`config.mk`:
```
export PLATFORM = sky130hd
export DESIGN_NAME = pps_sequencer
export DESIGN_NICKNAME = d
export VERILOG_FILES = /design/src/common/pps_pkg.sv /design/src/pps_sequencer.sv
export VERILOG_INCLUDE_DIRS = /design/src /design/src/common
export SDC_FILE = /design/constraint.sdc
export NUM_CORES = 2
export LEC_CHECK = 0
export BUFFER_PORTS_ARGS = -buffer_cell sky130_fd_sc_hd__clkbuf_2
export CORE_ASPECT_RATIO = 1.75
export CORE_UTILIZATION = 45
export DETAILED_ROUTE_END_ITERATION = 8
export MAX_ROUTING_LAYER = met4
export PLACE_DENSITY = 0.62
export SYNTH_ARGS = -nofsm -noshare
export SYNTH_HDL_FRONTEND = slang
export SYNTH_SLANG_ARGS = --single-unit
```
`constraint.sdc`:
```
create_clock -name ref_clk -period 43.5 [get_ports ref_clk]
set_clock_uncertainty 0.1 [all_clocks]
set_input_delay 4.35 -clock ref_clk [delete_from_list [all_inputs] [get_ports ref_clk]]
set_output_delay 4.35 -clock ref_clk [all_outputs]
set_load 0.05 [all_outputs]
```
`src/common/pps_params.svh`:
```
`ifndef PPS_PARAMS_SVH
`define PPS_PARAMS_SVH

// ----------------------------------------------------------------------
// Register indices (byte address is four times the index)
// ----------------------------------------------------------------------
`define PPS_IDX_CTRL 18'h06040
`define PPS_IDX_STAT 18'h06041
`define PPS_IDX_MODE 18'h06060
`define PPS_IDX_TARGET 18'h0607A
`define PPS_IDX_SWMIN 18'h0607D
`define PPS_IDX_SWMAX 18'h0607E
`define PPS_IDX_TOLZONE 18'h02056
`define PPS_IDX_POSOPT 18'h060F2
`define PPS_IDX_HALTOPT 18'h0605D
`define PPS_IDX_POSWIN 18'h06067
`define PPS_IDX_POSWINTIME 18'h06068
`define PPS_IDX_FEWIN 18'h06065
`define PPS_IDX_FETIME 18'h06066
`define PPS_IDX_PROFVEL 18'h06081
`define PPS_IDX_PROFACC 18'h06083
`define PPS_IDX_PROFDEC 18'h06084
`define PPS_IDX_ACTPOS 18'h06064
`define PPS_IDX_DEMPOS 18'h06062
`define PPS_IDX_LOOPCFG 18'h03000

// ----------------------------------------------------------------------
// Field positions
// ----------------------------------------------------------------------
`define PPS_CW_NEWSP 4
`define PPS_CW_IMMED 5
`define PPS_CW_REL 6
`define PPS_CW_FLTRST 7
`define PPS_CW_HALT 8
`define PPS_CW_PASS 9
`define PPS_SW_FAULT 3
`define PPS_SW_REACHED 10
`define PPS_SW_ACK 12
`define PPS_SW_FOLLOW 13
`define PPS_MODE_PROFPOS 8'h01

// ----------------------------------------------------------------------
// Reset values and timing
// ----------------------------------------------------------------------
`define PPS_RST_SWMIN 32'h80000000
`define PPS_RST_SWMAX 32'h7FFFFFFF
`define PPS_RST_ZERO 32'h00000000
`define PPS_RST_PROFVEL 32'h00000010
`define PPS_RST_PROFACC 32'h00000004
`define PPS_RST_PROFDEC 32'h00000004
`define PPS_CYCLE_NS 1000000
`define PPS_CLK_PERIOD_PS 5000

`endif

```
`src/common/pps_pkg.sv`:
```
package pps_pkg;
  // Motion set point: target and its own ramp parameters.
  typedef struct packed {
    logic signed [31:0] target;
    logic [31:0] velocity;
    logic [31:0] accel;
    logic [31:0] decel;
    logic passThrough;
  } pps_setpoint_type;

  typedef enum logic [1:0] {PPS_IDLE, PPS_MOVE, PPS_FAULT} pps_state_type;
endpackage

```
`src/pps_sequencer.sv`:
```
// Decided for this implementation: the APB slave port.
`timescale 1ns/1ps
`include "pps_params.svh"

// Overview of operation
// Free movement inside a zone past each limit switch, zone length configurable.
// Entering the range beyond the zone stops at once and enters fault.
// Targets are clamped to software limits; demand never passes them.
// Outside the permitted range only commands heading back are accepted.
// Inputs and objects are sampled once per 1 ms cycle.
// Host writes 1 into operating-mode select for profile position.
// A move starts on a rising edge of control bit 4.
// Entering profile position with bit 4 high starts the move.
// Bit 5 high executes at once; low queues behind the running move.
// Bit 6 selects absolute or relative; option bits 1:0 pick reference.
// Option value 0 makes relative moves from the preceding target.
// Bit 8 rising brakes to standstill; falling ramps back up.
// Bit 9 with bit 5 low passes the target without braking.
// Bit 9 is ignored when target speed is not reached at the target.
// Status bit 10 sets when in the window for the dwell time.
// Status bit 12 acknowledges a valid set point, following bit 4.
// Queued: acknowledge clears when another can be taken; commands during it drop.
// Acknowledge is withheld for an unreachable target.
// Status bit 13 sets on following error beyond window past timeout.
// Device clears bit 4 itself when option bits 5:4 say so.
// One pending set point is buffered; arrivals when full are dropped.
module pps_sequencer
  import pps_pkg::*;
#(
  parameter int TICK_CYCLES = `PPS_CYCLE_NS * 1000 / `PPS_CLK_PERIOD_PS
) (
  input wire logic ref_clk, // 200 MHz clock.
  input wire logic rst, // Asynchronous reset, active high.
  input wire logic psel, // APB select.
  input wire logic penable, // APB enable.
  input wire logic pwrite, // APB direction.
  input wire logic [19:0] paddr, // APB byte address.
  input wire logic [31:0] pwdata, // APB write data.
  output logic [31:0] prdata, // APB read data.
  output logic pready, // APB ready.
  output logic pslverr, // APB error on unmapped address.
  input wire logic [31:0] actualPos, // Encoder position from outside the domain.
  input wire logic posLimitSw, // Positive limit switch pin.
  input wire logic negLimitSw, // Negative limit switch pin.
  output logic signed [31:0] demandPos, // Demanded position to the position loop.
  output logic faultState // Drive in fault after limit violation.
);

  // ----------------------------------------------------------------------
  // Registers
  // ----------------------------------------------------------------------
  logic [15:0] ctrl_r;
  logic [7:0] mode_r;
  logic signed [31:0] target_r, swMin_r, swMax_r;
  logic [31:0] tolZone_r, posOpt_r, haltOpt_r, posWin_r, posWinTime_r;
  logic [31:0] feWin_r, feTime_r, profVel_r, profAcc_r, profDec_r, rdMux;
  logic closedLoop_r, ack_r, reached_r, follow_r, autoClear, hit, access;

  // Sampled, synchronised inputs.
  logic [31:0] actMeta_r, actSync_r;
  logic [1:0] limMeta_r, limSync_r;

  // Cycle tick.
  logic [31:0] tickCnt_r;
  logic tick_r;

  // Motion state.
  pps_state_type state_r;
  pps_setpoint_type act_r, buf_r, newSp;
  logic bufValid_r, newSpPrev_r, inMode_r, halting, arrive, limitTrip;
  logic [31:0] speed_r;
  logic signed [31:0] demand_r;

  assign access = psel && penable && !pready;

  // ----------------------------------------------------------------------
  // APB slave
  // ----------------------------------------------------------------------
  // Address decode for reads; an unmapped index answers with an error.
  always_comb begin
    hit = 1'b1;
    rdMux = 32'h00000000;
    case (paddr[19:2])
      `PPS_IDX_CTRL: rdMux = {16'h0000, ctrl_r};
      `PPS_IDX_STAT: rdMux = {16'h0000, 2'b00, follow_r, ack_r, 1'b0, reached_r,
                              6'h00, faultState, 3'h0};
      `PPS_IDX_MODE: rdMux = {24'h000000, mode_r};
      `PPS_IDX_TARGET: rdMux = target_r;
      `PPS_IDX_SWMIN: rdMux = swMin_r;
      `PPS_IDX_SWMAX: rdMux = swMax_r;
      `PPS_IDX_TOLZONE: rdMux = tolZone_r;
      `PPS_IDX_POSOPT: rdMux = posOpt_r;
      `PPS_IDX_HALTOPT: rdMux = haltOpt_r;
      `PPS_IDX_POSWIN: rdMux = posWin_r;
      `PPS_IDX_POSWINTIME: rdMux = posWinTime_r;
      `PPS_IDX_FEWIN: rdMux = feWin_r;
      `PPS_IDX_FETIME: rdMux = feTime_r;
      `PPS_IDX_PROFVEL: rdMux = profVel_r;
      `PPS_IDX_PROFACC: rdMux = profAcc_r;
      `PPS_IDX_PROFDEC: rdMux = profDec_r;
      `PPS_IDX_ACTPOS: rdMux = actSync_r;
      `PPS_IDX_DEMPOS: rdMux = demand_r;
      `PPS_IDX_LOOPCFG: rdMux = {31'h00000000, closedLoop_r};
      default: hit = 1'b0;
    endcase
  end

  // One wait state: the answer comes in the second access cycle.
  always_ff @(posedge ref_clk or posedge rst) begin
    if (rst) begin
      pready <= 1'b0;
      pslverr <= 1'b0;
      prdata <= 32'h00000000;
    end else begin
      pready <= access;
      pslverr <= access && !hit;
      prdata <= (access && !pwrite) ? rdMux : 32'h00000000;
    end
  end

  // Writable objects land at the edge where the master sees ready. A software
  // write of the control word wins over the device clearing bit 4, so no edge is lost.
  always_ff @(posedge ref_clk or posedge rst) begin
    if (rst) begin
      ctrl_r <= 16'h0000;
      mode_r <= 8'h00;
      target_r <= `PPS_RST_ZERO;
      swMin_r <= `PPS_RST_SWMIN;
      swMax_r <= `PPS_RST_SWMAX;
      tolZone_r <= `PPS_RST_ZERO;
      posOpt_r <= `PPS_RST_ZERO;
      haltOpt_r <= `PPS_RST_ZERO;
      posWin_r <= `PPS_RST_ZERO;
      posWinTime_r <= `PPS_RST_ZERO;
      feWin_r <= `PPS_RST_ZERO;
      feTime_r <= `PPS_RST_ZERO;
      profVel_r <= `PPS_RST_PROFVEL;
      profAcc_r <= `PPS_RST_PROFACC;
      profDec_r <= `PPS_RST_PROFDEC;
      closedLoop_r <= 1'b0;
    end else if (psel && penable && pready && pwrite) begin
      case (paddr[19:2])
        `PPS_IDX_CTRL: ctrl_r <= pwdata[15:0];
        `PPS_IDX_MODE: mode_r <= pwdata[7:0];
        `PPS_IDX_TARGET: target_r <= pwdata;
        `PPS_IDX_SWMIN: swMin_r <= pwdata;
        `PPS_IDX_SWMAX: swMax_r <= pwdata;
        `PPS_IDX_TOLZONE: tolZone_r <= pwdata;
        `PPS_IDX_POSOPT: posOpt_r <= pwdata;
        `PPS_IDX_HALTOPT: haltOpt_r <= pwdata;
        `PPS_IDX_POSWIN: posWin_r <= pwdata;
        `PPS_IDX_POSWINTIME: posWinTime_r <= pwdata;
        `PPS_IDX_FEWIN: feWin_r <= pwdata;
        `PPS_IDX_FETIME: feTime_r <= pwdata;
        `PPS_IDX_PROFVEL: profVel_r <= pwdata;
        `PPS_IDX_PROFACC: profAcc_r <= pwdata;
        `PPS_IDX_PROFDEC: profDec_r <= pwdata;
        `PPS_IDX_LOOPCFG: closedLoop_r <= pwdata[0];
        default: ;
      endcase
    end else if (autoClear) begin
      ctrl_r[`PPS_CW_NEWSP] <= 1'b0;
    end
  end

  // ----------------------------------------------------------------------
  // Input synchronisers and the 1 ms cycle
  // ----------------------------------------------------------------------
  // Two flops on every pin; the position bus is only meaningful when stable.
  always_ff @(posedge ref_clk or posedge rst) begin
    if (rst) begin
      actMeta_r <= 32'h00000000;
      actSync_r <= 32'h00000000;
      limMeta_r <= 2'b00;
      limSync_r <= 2'b00;
    end else begin
      actMeta_r <= actualPos;
      actSync_r <= actMeta_r;
      limMeta_r <= {posLimitSw, negLimitSw};
      limSync_r <= limMeta_r;
    end
  end

  // Everything below acts only on the tick, so several changes inside one
  // cycle collapse into the last one.
  always_ff @(posedge ref_clk or posedge rst) begin
    if (rst) begin
      tickCnt_r <= 32'h00000000;
      tick_r <= 1'b0;
    end else begin
      tick_r <= (tickCnt_r == 32'(TICK_CYCLES - 1));
      tickCnt_r <= (tickCnt_r == 32'(TICK_CYCLES - 1)) ? 32'h00000000 : tickCnt_r + 32'h1;
    end
  end

  // ----------------------------------------------------------------------
  // Command acceptance
  // ----------------------------------------------------------------------
  logic inPp, trig, rawOut, badDir, accept;
  logic signed [31:0] relBase, rawTgt, actS;

  always_comb begin
    actS = actSync_r;
    inPp = (mode_r == `PPS_MODE_PROFPOS);
    // Entering the mode with bit 4 already set counts as an edge.
    trig = tick_r && inPp && ctrl_r[`PPS_CW_NEWSP] &&
           (!newSpPrev_r || !inMode_r);
    case (posOpt_r[1:0])
      2'b01: relBase = demand_r;
      2'b10: relBase = actS;
      default: relBase = act_r.target;
    endcase
    rawTgt = ctrl_r[`PPS_CW_REL] ? relBase + target_r : target_r;
    rawOut = (rawTgt > swMax_r) || (rawTgt < swMin_r);
    // Outside the range, only a target heading back is taken.
    badDir = ((actS > swMax_r) && (rawTgt >= actS)) ||
             ((actS < swMin_r) && (rawTgt <= actS));
    newSp.target = rawOut ? ((rawTgt > swMax_r) ? swMax_r : swMin_r) : rawTgt;
    newSp.velocity = profVel_r;
    newSp.accel = profAcc_r;
    newSp.decel = profDec_r;
    newSp.passThrough = ctrl_r[`PPS_CW_PASS] && !ctrl_r[`PPS_CW_IMMED];
    // Unreachable targets, a busy acknowledge or a full buffer are refused.
    accept = trig && !ack_r && !badDir && (profVel_r != 32'h0) &&
             (state_r != PPS_FAULT) &&
             (ctrl_r[`PPS_CW_IMMED] || state_r == PPS_IDLE || !bufValid_r);
    autoClear = accept && (posOpt_r[5:4] != 2'b00);
  end

  // Acknowledge follows bit 4; in queued use it stays up while the buffer
  // is occupied, so the host cannot overwrite a pending set point.
  always_ff @(posedge ref_clk or posedge rst) begin
    if (rst) begin
      ack_r <= 1'b0;
      newSpPrev_r <= 1'b0;
      inMode_r <= 1'b0;
    end else if (tick_r) begin
      newSpPrev_r <= ctrl_r[`PPS_CW_NEWSP];
      inMode_r <= inPp;
      if (accept) begin
        ack_r <= 1'b1;
      end else if (!ctrl_r[`PPS_CW_NEWSP] && !bufValid_r) begin
        ack_r <= 1'b0;
      end
    end
  end

  // ----------------------------------------------------------------------
  // Profile generator
  // ----------------------------------------------------------------------
  logic signed [31:0] remain;
  logic [31:0] distAbs, spdUp, spdDn, spdNew, step;

  always_comb begin
    remain = act_r.target - demand_r;
    distAbs = remain[31] ? 32'(-remain) : 32'(remain);
    halting = ctrl_r[`PPS_CW_HALT];
    spdUp = (speed_r + act_r.accel > act_r.velocity) ? act_r.velocity
                                                     : speed_r + act_r.accel;
    // Halt option zero brakes on the profile ramp, any other value stops dead.
    spdDn = (haltOpt_r != 32'h0 || speed_r < act_r.decel) ? 32'h0
                                                          : speed_r - act_r.decel;
    spdNew = halting ? spdDn : spdUp;
    step = (spdNew > distAbs) ? distAbs : spdNew;
    arrive = (state_r == PPS_MOVE) && (spdNew >= distAbs) && !halting;
  end

  // Per-cycle motion update; the demand can only move toward a clamped
  // target, which keeps it inside the software limits.
  always_ff @(posedge ref_clk or posedge rst) begin
    if (rst) begin
      state_r <= PPS_IDLE;
      act_r <= '0;
      buf_r <= '0;
      bufValid_r <= 1'b0;
      speed_r <= 32'h0;
      demand_r <= 32'sh0;
    end else if (tick_r) begin
      case (state_r)
        PPS_IDLE: begin // Demand holds at standstill, inside the limits.
          if (accept) begin
            act_r <= newSp;
            state_r <= PPS_MOVE;
          end
        end
        PPS_MOVE: begin
          demand_r <= remain[31] ? demand_r - $signed(step) : demand_r + $signed(step);
          speed_r <= spdNew;
          if (accept && ctrl_r[`PPS_CW_IMMED]) begin
            act_r <= newSp;
            bufValid_r <= 1'b0;
          end else if (accept) begin
            buf_r <= newSp;
            bufValid_r <= 1'b1;
          end
          if (arrive && bufValid_r) begin
            act_r <= buf_r;
            bufValid_r <= 1'b0;
            // Pass through only when the cruise speed was held to the point.
            if (!(buf_r.passThrough && spdNew >= act_r.velocity)) begin
              speed_r <= 32'h0;
            end
          end else if (arrive && !(accept && ctrl_r[`PPS_CW_IMMED])) begin
            state_r <= PPS_IDLE;
            speed_r <= 32'h0;
          end
        end
        PPS_FAULT: begin // Demand freezes, so the stop is immediate.
          if (ctrl_r[`PPS_CW_FLTRST] && !limitTrip) begin
            state_r <= PPS_IDLE;
          end
        end
        default: state_r <= PPS_IDLE;
      endcase
      if (limitTrip) begin
        state_r <= PPS_FAULT;
        speed_r <= 32'h0;
        bufValid_r <= 1'b0;
      end
    end
  end

  // ----------------------------------------------------------------------
  // Limit switch tolerance zones
  // ----------------------------------------------------------------------
  logic signed [31:0] posEdge_r, negEdge_r;
  logic [1:0] limSeen_r;

  // Capture where each switch was first seen; travel past it is free for
  // the zone length, beyond that the drive trips.
  always_ff @(posedge ref_clk or posedge rst) begin
    if (rst) begin
      posEdge_r <= 32'sh0;
      negEdge_r <= 32'sh0;
      limSeen_r <= 2'b00;
    end else if (tick_r) begin
      limSeen_r <= limSync_r;
      if (limSync_r[1] && !limSeen_r[1]) begin
        posEdge_r <= actS;
      end
      if (limSync_r[0] && !limSeen_r[0]) begin
        negEdge_r <= actS;
      end
    end
  end

  assign limitTrip = (limSeen_r[1] && limSync_r[1] &&
                      (actS > posEdge_r + $signed(tolZone_r))) ||
                     (limSeen_r[0] && limSync_r[0] &&
                      (actS < negEdge_r - $signed(tolZone_r)));

  // ----------------------------------------------------------------------
  // Target reached and following error monitors
  // ----------------------------------------------------------------------
  logic signed [31:0] tgtErr, folErr;
  logic [31:0] winCnt_r, feCnt_r;

  always_comb begin
    tgtErr = act_r.target - actS;
    folErr = demand_r - actS;
  end

  // Dwell and timeout counters run in 1 ms cycles.
  always_ff @(posedge ref_clk or posedge rst) begin
    if (rst) begin
      winCnt_r <= 32'h0;
      feCnt_r <= 32'h0;
      reached_r <= 1'b0;
      follow_r <= 1'b0;
    end else if (tick_r) begin
      if (state_r == PPS_IDLE && !bufValid_r &&
          (tgtErr[31] ? 32'(-tgtErr) : 32'(tgtErr)) <= posWin_r) begin
        winCnt_r <= (winCnt_r >= posWinTime_r) ? winCnt_r : winCnt_r + 32'h1;
        reached_r <= (winCnt_r >= posWinTime_r);
      end else begin
        winCnt_r <= 32'h0;
        reached_r <= 1'b0;
      end
      if (closedLoop_r && (folErr[31] ? 32'(-folErr) : 32'(folErr)) > feWin_r) begin
        feCnt_r <= (feCnt_r > feTime_r) ? feCnt_r : feCnt_r + 32'h1;
        follow_r <= (feCnt_r >= feTime_r);
      end else begin
        feCnt_r <= 32'h0;
        follow_r <= 1'b0;
      end
    end
  end

  // Outputs straight from flops.
  always_ff @(posedge ref_clk or posedge rst) begin
    if (rst) begin
      demandPos <= 32'sh0;
      faultState <= 1'b0;
    end else begin
      demandPos <= demand_r;
      faultState <= (state_r == PPS_FAULT);
    end
  end

endmodule

```
==> run_results.csv <==
group,metric,value,unit
logic_synthesis,synth_compound_area_frac,0.179,
sta,setup_viol_count_final,0,
route,top_layer,"met4",
logic_synthesis,ys_warn_count,0,
route,vias_per_cell,6.11,
flow_run,max_cap_violations,0,
route,drcViolationCount,0,
cts,insertion_delay,0.74,ns
logic_synthesis,yosysUniqueCellTypes,122,
sta,slew_headroom,0.116,
logic_synthesis,synth-seq-cells,1068,
logic_synthesis,synthXorXnorAreaFrac,0.0489,
sta,slew_violations,0,
sta,tns,0,ns
route,wl_met3,15600,um
cts,cts_htree_levels,3,
logic_synthesis,synthAdderAreaFrac,0.128,
logic_synthesis,synth_top_area_cell,"dfrtp_1",
cts,cts.root.buffer_cell,"clkbuf_16",
sta,clock.fmax,0.0612,GHz
global_route,grt_max_degree,160,
route,wl_per_cell,28.4,um
cts,cts_setup_buffers,0,
cts,clkSinkCount,1068,
placement,place_hpwl,225000,um
route,dr_wl_met2,142000,um
worst_setup_path,path_common_cell,"a21oi_1",
pwr,seqPwrFrac,0.473,
worst_setup_path,path_class,"reg2reg",
logic_synthesis,synth_flop_cell,"dfrtp_1",
floorplan,fp.dieArea,164000,um^2
cts,cts_resized,0,
worst_setup_path,cp-end-kind,"flip-flop",
sta,period_minus_slack,16.33,ns
logic_synthesis,synthMuxAreaShare,0.0985,
pwr,p_int,1.59,mW
pwr,p_leak,38.9,nW
floorplan,pin_count,158,
route,routed_wl,288000,um
route,wl_met1,106000,um
cts,clk_pin_slew,0.07,ns
global_route,grt_pass1_vias,62824,
sta,fin_crit_sh,0.375,
logic_synthesis,synth_edf_count,0,
worst_setup_path,crit_fanout,46,
floorplan,initial_core_util,0.454,
layout,layout-drive-gt1-share,0.134,
global_route,grtUsageTotal,0.359,
logic_synthesis,synth_top_family_by_area,"compound AO/OA/AOI/OAI gates",
global_route,antenna_found_initial,19,
logic_synthesis,ys_seq_area_frac,0.366,
floorplan,coreArea,161000,um^2
logic_synthesis,syn_inst,7765,
layout,nets,8660,
layout,nFillCells,15166,
logic_synthesis,synth_simple_gate_area_frac,0.133,
route,drtPass1Iterations,9,
logic_synthesis,synth_area_per_cell,9.42,um^2
worst_setup_path,arrival,16.83,ns
floorplan,die_h,535,um
floorplan,fp.dieW,307,um
cts,hold_buffers,0,
pwr,ir_drop,0.0000336,V
layout,area_delta_synth_final,9.56,%
layout,reg_top3,"buf_r: 129 flops, act_r: 128 flops",
pwr,p_total,2.11,mW
sta,tightestPinTransition,1.32,ns
sta,rsz0062_at_grt,"false",
sta,whs,0.243,ns
global_route,grt_pass1_wl,417000,um
pwr,power.net_switching,528,uW
worst_setup_path,critPathSlowestCell,"o21ai_0",
placement,io_buffer_count,155,
route,vias,61795,
sta,hold_viol_final,0,
pwr,power_density,26.4,nW/um^2
route,drt-initial-drc-count,5015,
logic_synthesis,synth_top_area_share,0.353,
placement,place_congestion,1.01,
layout,largest_reg_flops,129,
global_route,gr-total-overflow,0,
layout,final_util,0.497,
placement,place_ws,27.28,ns
pwr,clkPwrFrac,0.477,
route,ant_nets,0,
logic_synthesis,ys_top_cells_by_area,"dfrtp_1, ha_1, mux2_2, o21ai_0, nand2_1",
cts,cts_made_buffers,106,
cts,cts_tree,"built",
floorplan,rows,195,
min_path,hold_class,"reg2reg",
worst_setup_path,required,44.00,ns
worst_setup_path,startpoint_type,"flip-flop",
layout,regMostFlops,"buf_r",
worst_setup_path,critPathMaxStageDelay,0.83,ns
logic_synthesis,mappedNetlistArea,73200,um^2
status,outcome,"complete, no violations",
logic_synthesis,syn_nets,8598,
sta,worst_slack,27.17,ns
cts,cts_buffer_depth,3,
logic_synthesis,synthArstFlopShare,1.00,
pwr,sw_frac_of_total,0.250,
pwr,pwr-share-comb,0.050,
-- power by group through the flow --
stage | Sequential, mW | Clock [mW] | Combinational, mW
global route | 1.00 | 1.06 | 0.115
finish | 1.00 | 1.01 | 0.105
floorplan | 1.02 | 0 | 0.0620
detailed placement | 1.02 | 0 | 0.104
CTS | 1.00 | 1.02 | 0.105
global placement | 1.02 | 0 | 0.103
-- cells by family after synthesis --
family,after synthesis
AO/OA/AOI/OAI,2052
XOR/XNOR,406
adder cells (fa/ha/maj),742
buffers and inverters,844
flip-flops,1068
multiplexers,660
AND/OR/NAND/NOR,1993
-- final timing paths --
check,end,slack [ns],start,depth (start not counted)
worst max-delay path,demand_r[31],27.17,speed_r[0],58
worst min-delay path,limSync_r[0],0.24,limMeta_r[0],0
worst max register to register,demand_r[31],27.17,speed_r[0],58
worst min register to register,limSync_r[0],0.24,limMeta_r[0],0
max in group asynchronous,act_r[59],35.63,rst,6
min in group asynchronous,actMeta_r[2],3.62,rst,2
-- cell usage in the layout, fill, tap and decap left out, types with 108 or more instances in the layout --
master / n
buf_4: 121
o21ai_0: 626
nor3_1: 108
ha_1: 732
nand4_1: 119
nand2_1: 739
mux2i_1: 183
clkbuf_16: 109
a21oi_1: 413
nor2_1: 347
dfrtp_1: 1033
xnor2_1: 249
clkbuf_2: 155
xor2_1: 154
inv_1: 516
mux2_2: 411
nand3_1: 137
a21o_1: 170
-- through the flow --
step,std cells,cell area [um^2]
3_5_place_dp,9886,76400
4_1_cts,10087,80100
3_3_place_gp,9886,76400
6_report,10112,80200
2_1_floorplan,7765,73200
5_1_grt,10100,80100
-- worst max-delay path, delay by kind of cell, from the launching register on --
family,cells,cell delay [ns]
adders and majority gates,6,1.70
DFF,1,0.40
and+or+nand+nor,14,3.35
buffers and inverters,5,0.76
xor gates and xnor gates,2,0.31
AOI/OAI and AO/OA,30,9.48
muxes,1,0.06
-- synthesized netlist by cell type, types with 53 or more instances --
cell / n
a21o_1: 170
a21oi_1: 414
a221oi_1: 71
a222oi_1: 53
a22oi_1: 88
a31oi_1: 62
and3_1: 56
clkbuf_1: 234
dfrtp_1: 1033
ha_1: 733
inv_1: 517
mux2_1: 65
mux2_2: 411
mux2i_1: 183
nand2_1: 742
nand2b_1: 82
nand3_1: 139
nand4_1: 119
nor2_1: 358
nor2b_1: 104
nor3_1: 114
nor4_1: 55
o21a_1: 80
o21ai_0: 626
o21ai_1: 105
or3_1: 68
xnor2_1: 249
xor2_1: 154
-- routing by layer --
metal,vias to the layer above,GRT usage
met2,2173,0.610
met5,-,-
li1,28282,-
met3,743,0.0387
met1,30597,0.390
met4,0,0.255
-- layout make-up --
cell class	count	area (um^2)	share of cell area
Tap cell	2167	2710	0.0338
Sequential cell	1068	26800	0.334
Timing Repair Buffer	278	1720	0.0215
Inverter	520	1960	0.0244
Multi-Input combinational cell	5853	43200	0.539
Clock inverter	71	802	0.0100
Clock buffer	130	2920	0.0364
Antenna cell	25	62.6	0.000780
Note: power is estimated with default switching activity, not from simulation.
